===== config.mk =====
export PLATFORM = sky130hd
export DESIGN_NAME = led_indicator_logic
export DESIGN_NICKNAME = d
export VERILOG_FILES = /design/src/led_pkg.sv /design/src/led_indicator_logic.sv
export VERILOG_INCLUDE_DIRS = /design/src /design/src/src
export SDC_FILE = /design/constraint.sdc
export NUM_CORES = 1
export LEC_CHECK = 0
export CORE_MARGIN = 3
export CORE_UTILIZATION = 45
export CTS_CLUSTER_SIZE = 28
export DETAILED_ROUTE_END_ITERATION = 10
export DONT_BUFFER_PORTS = 1
export GPL_TIMING_DRIVEN = 0
export HOLD_SLACK_MARGIN = 0.15
export MAX_ROUTING_LAYER = met4
export PLACE_DENSITY = 0.65
export SLEW_MARGIN = 20
export SYNTH_ARGS = -nofsm -noshare
export SYNTH_HDL_FRONTEND = slang
export SYNTH_SLANG_ARGS = --single-unit

===== constraint.sdc =====
create_clock -name pclk -period 3.63 [get_ports pclk]
set_input_delay 0.363 -clock pclk [delete_from_list [all_inputs] [get_ports pclk]]
set_output_delay 0.363 -clock pclk [all_outputs]
set_load 0.01 [all_outputs]

===== src/led_defs.svh =====
// offsets, field positions, reset values and timing counts of the led block
// assumes inclusion by the package and the design file only
`ifndef LED_DEFS_SVH
`define LED_DEFS_SVH
`define LED_SLOTS        5
`define LED_SIG_W        16
`define LED_SEL_W        4
`define LED_ADDR_W       8
`define LED_OFS_SEL      8'h00
`define LED_OFS_CTRL     8'h04
`define LED_OFS_STATUS   8'h08
`define LED_CTRL_INV_LSB 0
`define LED_CTRL_LATCH   8
`define LED_CTRL_ACK_LSB 12
`define LED_CTRL_ACT_LSB 16
`define LED_CTRL_INA_LSB 20
`define LED_ST_COND_LSB  8
`define LED_RST_INV      5'h00
`define LED_RST_LATCH    1'h0
`define LED_CLK_KHZ      100000
`define LED_BLINK_MS     250
`endif


===== src/led_pkg.sv =====
// types of the led indicator block
// assumes led_defs.svh on the include path
`include "led_defs.svh"
package led_pkg;
  typedef enum logic [2:0] {
    C_OFF     = 3'h0,
    C_GREEN   = 3'h1,
    C_RED     = 3'h2,
    C_RED_FL  = 3'h3,
    C_GRN_FL  = 3'h4
  } colour_t;

  typedef struct packed {
    logic red;
    logic green;
  } led_t;

  typedef struct packed {
    logic [`LED_SLOTS-1:0][`LED_SEL_W-1:0] sel;
    logic [`LED_SLOTS-1:0]                 inv;
    logic                                  latch;
    logic [`LED_SEL_W-1:0]                 ack_sel;
    colour_t                               act_col;
    colour_t                               inact_col;
  } cfg_t;

  typedef struct packed {
    cfg_t        cfg;
    logic        held;
    logic        blink;
    logic [31:0] cnt;
    logic [31:0] prdata;
    led_t        led;
  } state_t;
endpackage


===== src/led_indicator_logic.sv =====
// one front-panel led: five conditioned signals ored, colour pick, latch, blink
// assumes sig comes from logic on pclk; apb slave with zero wait states
// Functional notes
// - each of five slots may invert its selected signal; inversion off by default
// - or of conditioned slots true shows active colour, red by default
// - or false shows inactive colour, off by default
// - latch option holds the active indication after pick-up
// - acknowledge clears the hold only when no setting signal remains
// - acknowledge chosen from the same signal list, used only while latching
`timescale 1ns/1ps
`include "led_defs.svh"
module led_indicator_logic #(
  parameter int BLINK_HALF_CYCLES = `LED_BLINK_MS * `LED_CLK_KHZ
) (
  input  wire logic                   pclk,
  input  wire logic                   presetn,
  input  wire logic                   ce,
  input  wire logic                   psel,
  input  wire logic                   penable,
  input  wire logic                   pwrite,
  input  wire logic [`LED_ADDR_W-1:0] paddr,
  input  wire logic [31:0]            pwdata,
  output logic      [31:0]            prdata,
  output logic                        pready,
  output logic                        pslverr,
  input  wire logic [`LED_SIG_W-1:0]  sig,
  output led_pkg::led_t               led
);
  import led_pkg::*;

  localparam logic [31:0] HALF_LAST = 32'(BLINK_HALF_CYCLES - 1);

  state_t                s;
  state_t                next_s;
  logic [`LED_SLOTS-1:0] cond;
  logic                  ored;
  logic                  ack;
  logic                  shown;

  // address decode: 0 sel, 1 ctrl, 2 status, 3 unmapped
  function automatic logic [1:0] reg_index(input logic [`LED_ADDR_W-1:0] a);
    case (a)
      `LED_OFS_SEL:    reg_index = 2'h0;
      `LED_OFS_CTRL:   reg_index = 2'h1;
      `LED_OFS_STATUS: reg_index = 2'h2;
      default:         reg_index = 2'h3;
    endcase
  endfunction

  // colour to led drive
  function automatic led_t drive(input colour_t c, input logic b);
    led_t d;
    d = '0;
    case (c)
      C_GREEN:  d.green = 1'b1;
      C_RED:    d.red   = 1'b1;
      C_RED_FL: d.red   = b;
      C_GRN_FL: d.green = b;
      default:  d = '0;
    endcase
    return d;
  endfunction

  genvar gi;
  generate
    for (gi = 0; gi < `LED_SLOTS; gi++) begin : g_slot
      assign cond[gi] = sig[s.cfg.sel[gi]] ^ s.cfg.inv[gi];
    end
  endgenerate

  assign ored  = |cond;
  assign ack   = sig[s.cfg.ack_sel] & s.cfg.latch;
  assign shown = ored | s.held;

  assign pready  = 1'b1;
  assign pslverr = psel & penable & (reg_index(paddr) == 2'h3);
  assign prdata  = s.prdata;
  assign led     = s.led;

  always_comb begin
    next_s = s;
    // pick-up holds; ack only when setting signals gone
    if (!s.cfg.latch) begin
      next_s.held = 1'b0;
    end else if (ored) begin
      next_s.held = 1'b1;
    end else if (ack) begin
      next_s.held = 1'b0;
    end
    if (s.cnt >= HALF_LAST) begin
      next_s.cnt   = '0;
      next_s.blink = ~s.blink;
    end else begin
      next_s.cnt = s.cnt + 32'h1;
    end
    next_s.led = drive(shown ? s.cfg.act_col : s.cfg.inact_col, s.blink);
    // register read data in setup phase
    if (psel && !penable && !pwrite) begin
      case (reg_index(paddr))
        2'h0:    next_s.prdata = 32'(s.cfg.sel);
        2'h1:    next_s.prdata = (32'(s.cfg.inv) << `LED_CTRL_INV_LSB)
                               | (32'(s.cfg.latch) << `LED_CTRL_LATCH)
                               | (32'(s.cfg.ack_sel) << `LED_CTRL_ACK_LSB)
                               | (32'(s.cfg.act_col) << `LED_CTRL_ACT_LSB)
                               | (32'(s.cfg.inact_col) << `LED_CTRL_INA_LSB);
        2'h2:    next_s.prdata = {19'h0, cond, 3'h0, s.blink, s.led, s.held, ored};
        default: next_s.prdata = 32'h0;
      endcase
    end
    if (psel && penable && pwrite) begin
      case (reg_index(paddr))
        2'h0: begin
          next_s.cfg.sel = pwdata[`LED_SLOTS*`LED_SEL_W-1:0];
        end
        2'h1: begin
          next_s.cfg.inv       = pwdata[`LED_CTRL_INV_LSB +: `LED_SLOTS];
          next_s.cfg.latch     = pwdata[`LED_CTRL_LATCH];
          next_s.cfg.ack_sel   = pwdata[`LED_CTRL_ACK_LSB +: `LED_SEL_W];
          next_s.cfg.act_col   = colour_t'(pwdata[`LED_CTRL_ACT_LSB +: 3]);
          next_s.cfg.inact_col = colour_t'(pwdata[`LED_CTRL_INA_LSB +: 3]);
        end
        default: next_s.cfg = s.cfg;
      endcase
    end
  end

  always_ff @(posedge pclk or negedge presetn) begin
    if (!presetn) begin
      s               <= '0;
      s.cfg.inv       <= `LED_RST_INV;
      s.cfg.latch     <= `LED_RST_LATCH;
      s.cfg.act_col   <= C_RED;
      s.cfg.inact_col <= C_OFF;
    end else if (ce) begin
      s <= next_s;
    end
  end
endmodule


After elaboration in Yosys (flattened, before gate mapping)
Cells that the tools add are included.
- register bits after elaboration: 104
- bits of input ports: 62
- output and inout port bits: 36
- word-level logic and storage cells: 87
- add/subtract/negate cells: 1
- order comparisons: 7
- eq/ne operators: 11
- muxes and demuxes: 23
- bitwise gates (word level): 14
- reductions and logical operators: 15
- operators by type and width (operator ; count):
    23-bit one-hot mux with 3 select lines ; 1
    32-bit by 1-bit adder with 32-bit output (second input constant) ; 1
    32-bit by 25-bit greater-or-equal comparator with 1-bit output (second input constant) ; 1
    32-bit 2-to-1 mux ; 1
    4-bit by 5-bit < comparator with 1-bit output (second input constant) ; 6
    1-bit binary-select mux with 4-bit select ; 6
    19-bit by 23-bit bitwise OR with 23-bit output ; 1
    16-bit by 19-bit bitwise OR with 19-bit output ; 1
    9-bit by 16-bit bitwise OR with 16-bit output ; 1
    1-bit 2-to-1 mux ; 9
    5-bit by 9-bit bitwise OR with 9-bit output ; 1
    8-bit by 3-bit equality test with 1-bit output (second input constant) ; 1
    8-bit by 4-bit equality test with 1-bit output (second input constant) ; 1
    8-bit logical NOT ; 1
    3-bit by 2-bit equality test with 1-bit output (second input constant) ; 2
    2-bit one-hot mux with 3 select lines ; 1
    2-bit AND reduction ; 3
    3-bit AND reduction ; 2
    5-bit OR reduction ; 1
    1-bit XOR ; 5
    2-bit by 1-bit equality test with 1-bit output (second input constant) ; 2
    2-bit equality test (second input constant) ; 2
    1-bit logical AND ; 4
    2-bit logical NOT ; 2
    10 further kinds ; 15

Logic depth before layout (Yosys ltp)
Gate-level depths: netlist of run 1.
- depth after elaboration: 8
- gate-level depth with buffers: 10
- mapped depth without buffers: 8

Worst setup path after synthesis of run 1
OpenSTA, ideal clock, no wires.
- path type: register to register
- start: register s[96] in the netlist's numbering
- end: register s, in the netlist led[1]
- setup time: 104 ps
- arrival: 2397 ps
- data required time: 3526 ps
- slack: 1129 ps
- stages on the path, launching flop included: 10
- path buffers: 2
- period minus slack after synthesis: 2501 ps
- cell sequence: dfrtp_1 -> buf_6 -> mux4_1 -> mux4_2 -> xnor2_2 -> and4_1 -> buf_6 -> nand2_4 -> and3b_1 -> o41ai_2
- word-level cells in the longest chain between the ends: 8
- elaborated cells on any way between the ends: 9
- those cells by class: eq/ne: 2; mux: 4; bitwise: 2; reduce/logical: 1
- RTL lines (item ; RTL line ; RTL):
    start, declared ; led_indicator_logic.sv:33 ; state_t s;
    start signal, assigned ; led_indicator_logic.sv:135 ; s <= next_s;
    1-bit binary-select mux with 4-bit select * ; led_indicator_logic.sv:67 ; assign cond[gi] = sig[s.cfg.sel[gi]] ^ s.cfg.inv[gi];
    1-bit 2-to-1 mux (not written as such) * ; led_indicator_logic.sv:67 ;
    1-bit XOR * ; led_indicator_logic.sv:67 ;
    5-bit OR reduction * ; led_indicator_logic.sv:71 ; assign ored = |cond;
    1-bit bitwise OR * ; led_indicator_logic.sv:73 ; assign shown = ored | s.held;
    3-bit 2-to-1 mux * ; led_indicator_logic.sv:96 ; next_s.led = drive(shown ? s.cfg.act_col : s.cfg.inact_col, s.blink);
    3-bit by 2-bit equality test with 1-bit output ; led_indicator_logic.sv:54 ; case (c)
    1-bit one-hot mux with 2 select lines * ; led_indicator_logic.sv:54 ;
Every way passes the cells marked *; elsewhere a longest branch is shown, timed or not. The select of a mux whose other input is x is not followed.
A chain may end at the register's enable or synchronous reset.

Final worst setup path of run 1
- start: register s[35] in the netlist's numbering
- end: register s[60] in the netlist's numbering
- word-level cells in the longest chain between the ends: 2
- elaborated cells on any way between the ends: 3
- those cells by class: add/sub: 1; order compare: 1; mux: 1
- RTL lines (item ; RTL line ; RTL):
    32-bit by 1-bit adder with 32-bit output / 32-bit by 25-bit greater-or-equal comparator with 1-bit output (equally long branches) ; led_indicator_logic.sv:94, led_indicator_logic.sv:90 ;
    32-bit 2-to-1 mux * ; led_indicator_logic.sv:90 ; if (s.cnt >= HALF_LAST) begin
Every way passes the cells marked *; elsewhere a longest branch is shown, timed or not.

==> results of run 1 <==
==> metrics by stage <==
step / std cells / utilization (%) / area (sq um) / power (W) / hold slack [ns]
6_report: 660 / 52.37 / 6107 / 0.002245 / 0.1618
5_1_grt: 660 / 52.37 / 6107 / 0.002348 / 0.1507
4_1_cts: 657 / 52.11 / 6077 / 0.002265 / 0.1502
3_5_place_dp: 634 / 48.77 / 5688 / 0.001272 / 0.06985
3_3_place_gp: 634 / 48.73 / 5683 / 0.001267 / 0.06974
2_1_floorplan: 491 / - / 5504 / 0.001246 / 0.06741
==> cell usage after synthesis, types with 8 or more instances <==
| library cell | count | area share [%] |
|---|---|---|
| dfrtp_1 | 94 | 43 |
| nor2_1 | 52 | 3.6 |
| mux2_2 | 38 | 7.8 |
| buf_4 | 35 | 4.8 |
| nand2_1 | 29 | 2.0 |
| mux4_2 | 22 | 9.1 |
| xor2_1 | 20 | 3.2 |
| clkbuf_1 | 14 | 0.96 |
| o21ai_0 | 14 | 1.3 |
| inv_1 | 13 | 0.89 |
| nand3_1 | 13 | 1.2 |
| a22o_1 | 12 | 1.9 |
| a21oi_1 | 11 | 1.0 |
| nand4_1 | 11 | 1.3 |
| and3_1 | 8 | 0.91 |
==> worst paths after layout <==
path                                         endpoint
worst min-delay path                s[80]$_DFFE_PN0P_
worst min register to register  prdata[0]$_DFFE_PN0P_
worst max-delay path                s[60]$_DFFE_PN0P_
worst max register to register      s[60]$_DFFE_PN0P_
max in group asynchronous           s[72]$_DFFE_PN1P_
min in group asynchronous           s[83]$_DFFE_PN0P_
==> critical path, cell delays in order (launching register included) <==
cell and delay (ns):
dfrtp_1 0.38, ha_1 0.18, and3_1 0.26, a311oi_1 0.14
o21bai_1 0.18, a21oi_1 0.09, o2111ai_1 0.49, and2_1 0.20
clkbuf_1 0.35, clkbuf_1 0.43, nor2_1 0.10
==> power groups by stage <==
stage | Sequential (W) | Clock (W) | Combinational [W]
global route | 0.00113 | 0.00104 | 0.000185
finish | 0.00112 | 0.000959 | 0.000166
CTS | 0.00112 | 0.000981 | 0.000164
global placement | 0.00114 | 0 | 0.000129
detailed placement | 0.00114 | 0 | 0.000133
floorplan | 0.00113 | 0 | 0.000114
==> layer usage <==
layer	vias up	GRT usage (%)	wire, um
met5	-	-	0
met4	0	3.944	142
met3	8	6.684	1155
met2	176	29.60	5639
met1	1885	30.34	5872
li1	1786	-	-
==> cells by family (layout without fill, tap and decap cells) <==
kind of cell	Yosys count	in the layout	synth area share [%]
and+or+nand+nor	157	157	14.54
DFF	95	95	43.45
AOI/OAI and AO/OA	58	58	7.955
adders and majority gates	1	1	0.2285
other	2	10	0.1372
buffers and inverters	67	93	7.451
muxes	73	73	21.03
xor gates and xnor gates	30	30	5.212
==> area by class of cell <==
type                    instances  share of cell area (%)
plain buffers                  54                   5.880
clock buffers                  11                   3.975
clock inverters                 5                  0.9629
inverters                      13                  0.7990
multi-input cells             329                   44.58
flip-flops and latches         95                   38.95
well taps                     143                   2.930
repair buffers                 10                   1.926
==> flip-flops by register name, summed over array words and instances (netlist names) <==
name / cells
prdata: 23
s: 70
led: 2
==> qor.txt, run 1 <==
crit share post-route: 81.27%
Post-synth top flop: dfrtp_1
CP endpoint kind: flip-flop
Pre-Repair DR Iteration Count: 5
Synth Cell Area: 5474 sq um
DRT Wirelength: 12,810 um
Int Power: 0.001727 W
Avg WL per Cell: 19.41 um
root buf cell: clkbuf_16
Initial DRC Count: 287
CTS clk-pin slew, worst paths: 0.07 ns
HP Class: primary input to flip-flop
number of max-cap violations: 0
most frequent cells in the layout: dfrtp_1, nor2_1, mux2_2
Synth Register Bits: 95
Sw Pwr: 0.0005188 W
Core Area: 11,660 sq um
sequential share of power: 49.9%
CTS tree: done
grt total ovfl: 0
Nets: 575
antenna viol nets, final: 0
sequential fraction of the synthesis area: 43.45%
Netlist cell types: 56
Hold-fix buffers, CTS: 7
Fillers: 1,010
Worst R2R Path Depth: 10
vias in the first global route: 3,831
fmax: 339.0 MHz
Critical Path AT: 3.16 ns
Critical path origin: s[35]$_DFFE_PN0P_
Power Dens Cells: 367.7 nW/um^2
gr usage total: 21.05%
row cnt: 39
area grow syn2layout: 11.57%
htree depth: 3
reg2reg start: s[35]$_DFFE_PN0P_
Post-synth EDFFs: 0
Clk pwr share: 42.7%
die height: 116.3 um
Worst EP required: 3.84 ns
DIE WIDTH: 116.3 um
Pleak: 2.805 nW
Worst Skew: 0.008612 ns
setup bufs post-CTS: 0
setup_tns: 0 ns
Sw Ratio: 23.10%
average size of a mapped cell: 11.33 sq um
pre-CTS setup slack: 0.4074 ns
Ant. Diodes: 0
fraction of layout cells with a size suffix above 1: 25.34%
combinational share of power: 7.4%
Worst-Margin Slew: 0.8968 ns
maximum vdd drop: 0.0002528 V
global-route wire length before repair: 21,000 um
worst setup slack after layout: 0.6798 ns
Crit Path Class: flip-flop to flip-flop
max_slew headroom: 39.99%
status: finished, final reports clean
CTS max path bufs: 2
post-cts resize count: 0
register area: 2379 sq um
Ports: 98
routability cong.: 0.8664
unrepaired setup endpoints after global routing: false
Max Slew Vio Count: 0
TritonCTS Buffers: 9
initial antenna violation count: 0
clk_lat worst skew: 0.35 ns
CP startpoint kind: flip-flop
Syn. warnings: 0
# DRC: 0
footprint of the multi-input gates: 2723 sq um
largest net degree at the start of global routing: 96
FFs w/ async S/R, synth: 100.0%
commonest non-fill, non-tap cell in the layout: dfrtp_1
full die area: 13,520 sq um
Hold Crit Depth: 1
input/output buffers: 0
post-layout minimum cycle time: 2.950 ns
Sink Count: 95
initial core utilization: 46.94%
Finish-stage setup viols: 0
Worst R2R Setup Slack: 0.68 ns
Mapped Cells: 483
top fanout value on the critical path: 10
DPL Wire Length: 9249 um
Hold Crit Start: pwdata[1]
Vias/cell: 5.841
Via Count: 3,855
Final Hold Fails: 0
Power figures use the tool's default switching activity.
==> run 2: changes to the inputs <==
PLACE_DENSITY = 0.67   (was 0.65)
clock period = 2.44 ns   (was 3.63 ns; I/O delays follow)
==> run 2 against run 1 <==
The flow now finishes with violations (hold timing, setup timing). Sequential share of layout area shrank 1.8 points. Sequential cell count stayed put. Maximum frequency up 11%. Die area unchanged. Sequential power grew 49%. Clock skew is 0.0029 ns higher. Critical path type unchanged. Critical endpoint is now led[1]$_DFFE_PN0P_.
==> qor.txt, run 2 (synthesis gave the netlist of run 1 again) <==
footprint of the multi-input gates: 2774 sq um (+1.9%)
status: finished, violations left
HP Class: primary input to asynchronous set/reset pin
Hold Worst Slack: -0.4067 ns (-0.5685 ns)
Worst R2R Path Depth: 9 (-1)
Initial DRC Count: 271 (-5.6%)
crit share post-route: 108.7% (+27 points)
DPL Wire Length: 9390 um (+1.5%)
worst flop-to-flop path endpoint: led[1]$_DFFE_PN0P_
top fanout value on the critical path: 5 (-5)
unrepaired setup endpoints after global routing: true
Nets: 604 (+5.0%)
Worst-Margin Slew: 0.8965 ns (-0.0003040 ns)
Critical Path AT: 2.90 ns (-0.26 ns)
antenna viol nets, final: 0 (unchanged)
post-layout minimum cycle time: 2.652 ns (-0.2978 ns)
initial core utilization: 46.94% (unchanged)
register area: 2380 sq um (about the same)
global-route wire length before repair: 21,610 um (+2.9%)
failing checks: hold timing, setup timing
grt total ovfl: 0 (unchanged)
Worst Skew: 0.01152 ns (+0.002908 ns)
input/output buffers: 0 (unchanged)
vias in the first global route: 4,088 (+6.7%)
CTS tree: done
fraction of layout cells with a size suffix above 1: 30.95% (+5.6 points)
CTS max path bufs: 2 (unchanged)
Final Hold Fails: 95 (+95)
Hold-fix buffers, CTS: 24 (+17)
Ports: 98 (unchanged)
row cnt: 39 (unchanged)
Finish-stage setup viols: 5 (+5)
Power Dens Cells: 506.0 nW/um^2 (+38%)
setup_tns: -0.6729 ns (-0.6729 ns)
Util after Layout: 54.93% (+2.6 points)
TritonCTS Buffers: 9 (unchanged)
routability cong.: 0.9040 (+4.3%)
CP endpoint kind: flip-flop
number of max-cap violations: 0 (unchanged)
gr usage total: 21.64% (+0.60 points)
CP peak stage delay: 0.53 ns (+0.04 ns)
CP max stage cell: mux4_2
die height: 116.3 um (unchanged)
Crit Path Class: flip-flop to flip-flop
# DRC: 0 (unchanged)
Vias/cell: 5.940 (+1.7%)
htree depth: 3 (unchanged)
worst setup slack after layout: -0.2124 ns (-0.8922 ns)
delay-heaviest family, CP: multiplexers
initial antenna violation count: 0 (unchanged)
CTS clk-pin slew, worst paths: 0.07 ns (about the same)
Pleak: 2.933 nW (+4.6%)
Most flops, register: s
DRT Wirelength: 13,480 um (+5.2%)
Worst R2R Setup Slack: -0.21 ns (-0.89 ns)
full die area: 13,520 sq um (unchanged)
fmax: 377.0 MHz (+11%)
area grow syn2layout: 17.03%
Max Slew Vio Count: 0 (unchanged)
Ant. Diodes: 0 (unchanged)
root buf cell: clkbuf_16
maximum vdd drop: 0.0003900 V (+54%)
Fillers: 1,001 (-0.89%)
most frequent cells in the layout: dfrtp_1, nor2_1, buf_4
CP startpoint kind: flip-flop
largest net degree at the start of global routing: 96 (unchanged)
CP bufs+invs: 2 (unchanged)
Via Count: 4,093 (+6.2%)
commonest non-fill, non-tap cell in the layout: dfrtp_1
Largest register FFs: 70 (unchanged)
DIE WIDTH: 116.3 um (unchanged)
Worst EP required: 2.69 ns (-1.15 ns)
max_slew headroom: 39.90% (-0.085 points)
Avg WL per Cell: 19.56 um (+0.79%)
reg2reg start: s[85]$_DFFE_PN0P_
CP cell instances: buf_6 -> mux4_2 -> mux4_2 -> xnor2_2 -> and4_1 -> buf_6 -> nand2_4 -> mux2i_1 -> o41ai_2
Sink Count: 95 (unchanged)
Pre-Repair DR Iteration Count: 4 (-1)
Core Area: 11,660 sq um (unchanged)
clk_lat worst skew: 0.35 ns (about the same)
run 2: changes by cell type in the layout (fill, tap and decap cells not counted), sizes merged:
| cell | before | now |
|---|---|---|
| dlygate4sd3 | 9 | 24 |
| bufinv | 1 | 0 |
| clkinv | 2 | 3 |
| buf | 41 | 56 |
| clkbuf | 25 | 24 |
run 2: worst register-to-register path, cell delays in order (launching register included):
cell and delay [ns]:
dfrtp_1 0.34, buf_6 0.14, mux4_2 0.52, mux4_2 0.53, xnor2_2 0.20, and4_1 0.21
buf_6 0.13, nand2_4 0.06, mux2i_1 0.13, o41ai_2 0.31
run 2: repair_timing:
| action | 4_1_cts | 5_1_grt |
|---|---|---|
| resized for setup | 18 | 15 |
| setup endpoints to repair | 42 | 50 |
| endpoints found under the hold margin | 133 | 95 |
| pin swaps | 9 | 13 |
| setup buffers | 10 | 6 |
run 2: power breakdown:
group | switching (W) | internal (W) | total (W)
combinational | 0.000103 | 0.000152 | 0.000255
sequential | 0.0000533 | 0.00162 | 0.00167
clock | 0.000597 | 0.000717 | 0.00131
total | 0.000754 | 0.00249 | 0.00324
run 2: worst max path at each step:
stage	start	end	slack, ns	cells past startpoint
global placement	paddr[1]	s[79]$_DFFE_PN0P_	-0.62	6
finish	s[85]$_DFFE_PN0P_	led[1]$_DFFE_PN0P_	-0.21	9
floorplan	s[85]$_DFFE_PN0P_	led[1]$_DFFE_PN0P_	-0.03	9
CTS	s[85]$_DFFE_PN0P_	led[1]$_DFFE_PN0P_	-0.17	9
global route	s[85]$_DFFE_PN0P_	led[1]$_DFFE_PN0P_	-0.26	9
detailed placement	paddr[1]	s[73]$_DFFE_PN0P_	-0.67	6
run 2: routing by layer:
layer / global-route usage [%] / vias to the layer above / wire length, um
met5: - / - / 0
met4: 9.358 / 0 / 328
met3: 3.834 / 26 / 954
met2: 31.35 / 176 / 6091
met1: 30.08 / 2052 / 6103
li1: - / 1839 / -
run 2: area by class of cell:
cell class,instances,share of cell area [%]
buffer,53,5.879
multi-input combinational,329,43.30
timing repair buffer,40,5.801
sequential,95,37.15
tap,143,2.793
clock buffer,11,3.789
clock inverter,5,0.5273
inverter,13,0.7617
run 2: metrics by stage:
step / hold slack [ns] / setup slack, ns / cell area [sq um] / instances / total power, W
6_report: -0.4067 / -0.2124 / 6406 / 689 / 0.003242
5_1_grt: -0.4296 / -0.2622 / 6406 / 689 / 0.003374
4_1_cts: -0.4279 / -0.1698 / 6302 / 683 / 0.003260
3_5_place_dp: -0.04907 / -0.6672 / 5673 / 634 / 0.001891
3_3_place_gp: -0.04959 / -0.6233 / 5668 / 634 / 0.001886
2_1_floorplan: -0.05159 / -0.03152 / 5489 / 491 / 0.001854
==> run 3: changes to the inputs <==
CELL_PAD_IN_SITES_DETAIL_PLACEMENT = 1   (was default)
CELL_PAD_IN_SITES_GLOBAL_PLACEMENT = 1   (was default)
PLACE_DENSITY = 0.8   (was 0.67)
==> run 3 against run 2 <==
The flow still finishes with violations (hold timing, setup timing). Count of clock-buffer cells in the layout is the same. Non-clock buffer count decreased by 4. Die area did not move. Sequential share of layout area barely moved. First-iteration DRC count grew 10%.
==> qor.txt, run 3 (synthesis gave the netlist of run 1 again) <==
failing checks: hold timing, setup timing
Nets: 600 (-0.66%)
most frequent cells in the layout: dfrtp_1, buf_4, nor2_1
Avg WL per Cell: 22.63 um (+16%)
largest net degree at the start of global routing: 96 (unchanged)
initial core utilization: 46.94% (unchanged)
routability cong.: 0.8791 (-2.8%)
DPL Wire Length: 10,490 um (+12%)
Finish-stage setup viols: 4 (-1)
Pleak: 2.928 nW (-0.19%)
Largest register FFs: 70 (unchanged)
Hold Worst Slack: -0.4121 ns (-0.005415 ns)
final std cells w/o fill: 685 (-0.58%)
row cnt: 39 (unchanged)
root buf cell: clkbuf_16
Post-Place Cell Area: 5673 sq um (unchanged)
final instance area: 6416 sq um (+0.16%)
Vias/cell: 6.101 (+2.7%)
commonest non-fill, non-tap cell in the layout: dfrtp_1
CTS clk-pin slew, worst paths: 0.07 ns (about the same)
DRT Wirelength: 15,500 um (+15%)
gr usage total: 24.09% (+2.5 points)
Core Area: 11,660 sq um (unchanged)
Worst-Margin Slew: 0.8115 ns (-0.08505 ns)
worst flop-to-flop path endpoint: led[1]$_DFFE_PN0P_
input/output buffers: 0 (unchanged)
unrepaired setup endpoints after global routing: true
Util after Layout: 55.02% (+0.086 points)
crit share post-route: 107.5% (-1.2 points)
number of max-cap violations: 0 (unchanged)
Via Count: 4,179 (+2.1%)
Ports: 98 (unchanged)
DIE WIDTH: 116.3 um (unchanged)
max_slew headroom: 45.61% (+5.7 points)
Crit Path Class: flip-flop to flip-flop
reg2reg start: s[85]$_DFFE_PN0P_
worst setup slack after layout: -0.1824 ns (+0.03001 ns)
Sink Count: 95 (unchanged)
Final Hold Fails: 95 (unchanged)
Power Dens Cells: 522.1 nW/um^2 (+3.2%)
global-route wire length before repair: 24,020 um (+11%)
antenna viol nets, final: 0 (unchanged)
Critical Path AT: 2.87 ns (-0.03 ns)
full die area: 13,520 sq um (unchanged)
setup_tns: -0.5880 ns (+0.08497 ns)
Most flops, register: s
Hold-fix buffers, CTS: 24 (unchanged)
# DRC: 0 (unchanged)
area grow syn2layout: 17.21%
die height: 116.3 um (unchanged)
Worst R2R Setup Slack: -0.18 ns (+0.03 ns)
vias in the first global route: 4,376 (+7.0%)
fraction of layout cells with a size suffix above 1: 31.55% (+0.60 points)
Ant. Diodes: 0 (unchanged)
Max Slew Vio Count: 0 (unchanged)
fmax: 381.3 MHz (+1.1%)
maximum vdd drop: 0.0002770 V (-29%)
htree depth: 3 (unchanged)
dpl cells: 634 (unchanged)
Worst Skew: 0.007459 ns (-0.004060 ns)
Pre-Repair DR Iteration Count: 5 (+1)
Power, Total: 0.003350 W (+3.3%)
Worst R2R Path Depth: 9 (unchanged)
clk_lat worst skew: 0.35 ns (about the same)
Initial DRC Count: 299 (+10%)
Worst EP required: 2.69 ns (about the same)
TritonCTS Buffers: 9 (unchanged)
status: finished, violations left
initial antenna violation count: 0 (unchanged)
CTS tree: done
CP startpoint kind: flip-flop
CTS max path bufs: 2 (unchanged)
HP Class: primary input to asynchronous set/reset pin
CP endpoint kind: flip-flop
grt total ovfl: 0 (unchanged)
top fanout value on the critical path: 7 (+2)
post-layout minimum cycle time: 2.622 ns (-0.03001 ns)
[run 3: cell count changes in the layout (fill, tap and decap cells not counted), sizes merged]
cell / before / now
bufinv: 0 / 1
clkinvlp: 2 / 1
buf: 56 / 53
clkbuf: 24 / 23
[run 3: worst max path at each step]
stage                         endpoint  depth (start not counted)  slack (ns)         startpoint
detailed placement   s[62]$_DFFE_PN0P_                         10       -0.70  s[34]$_DFFE_PN0P_
global placement     s[80]$_DFFE_PN0P_                          6       -0.56           paddr[1]
global route        led[1]$_DFFE_PN0P_                          8       -0.29  s[88]$_DFFE_PN0P_
finish              led[1]$_DFFE_PN0P_                          9       -0.18  s[85]$_DFFE_PN0P_
CTS                 led[1]$_DFFE_PN0P_                          9       -0.20  s[96]$_DFFE_PN0P_
floorplan           led[1]$_DFFE_PN0P_                          9       -0.03  s[85]$_DFFE_PN0P_
[run 3: critical path, stage by stage (launching register included)]
cell	delay, ns
dfrtp_1	0.34
buf_6	0.14
mux4_2	0.50
mux4_2	0.51
xnor2_2	0.17
and4_1	0.23
buf_6	0.14
nand2_4	0.06
mux2i_1	0.13
o41ai_2	0.30
[run 3: layout make-up]
cell class                      count  area (sq um)
Fill cell                        1210          5246
Clock buffer                       11         232.7
Clock inverter                      5         60.06
Buffer                             53         376.6
Tap cell                          143         178.9
Timing Repair Buffer               36         334.1
Multi-Input combinational cell    329          2804
Sequential cell                    95          2381
Inverter                           13         48.80
[run 3: repair_timing]
item                                   in CTS  in global routing
endpoints found under the hold margin     133                 95
pin swaps                                   5                  9
setup endpoints to repair                  46                 48
buffers inserted                            4                  8
gates resized for setup                    18                 24
[run 3: power by group]
group | switching, W | total (W) | internal (W)
combinational | 0.000109 | 0.000261 | 0.000152
clock | 0.000617 | 0.00141 | 0.000798
sequential | 0.0000558 | 0.00167 | 0.00162
total | 0.000782 | 0.00335 | 0.00257
[run 3: metrics by stage]
stage,hold slack [ns],setup WS [ns]
CTS,-0.4189,-0.1958
floorplan,-0.05159,-0.03152
global route,-0.4272,-0.2948
global placement,-0.04896,-0.5635
detailed placement,-0.04910,-0.7014
finish,-0.4121,-0.1824
[run 3: per-layer routing]
layer | vias up | global-route usage (%) | share of wire (%) | routed length, um
li1 | 1829 | - | - | -
met1 | 2137 | 31.48 | 43 | 6711
met2 | 180 | 38.02 | 48 | 7474
met3 | 33 | 4.145 | 5.7 | 883
met4 | 0 | 8.739 | 2.8 | 429
met5 | - | - | 0 | 0
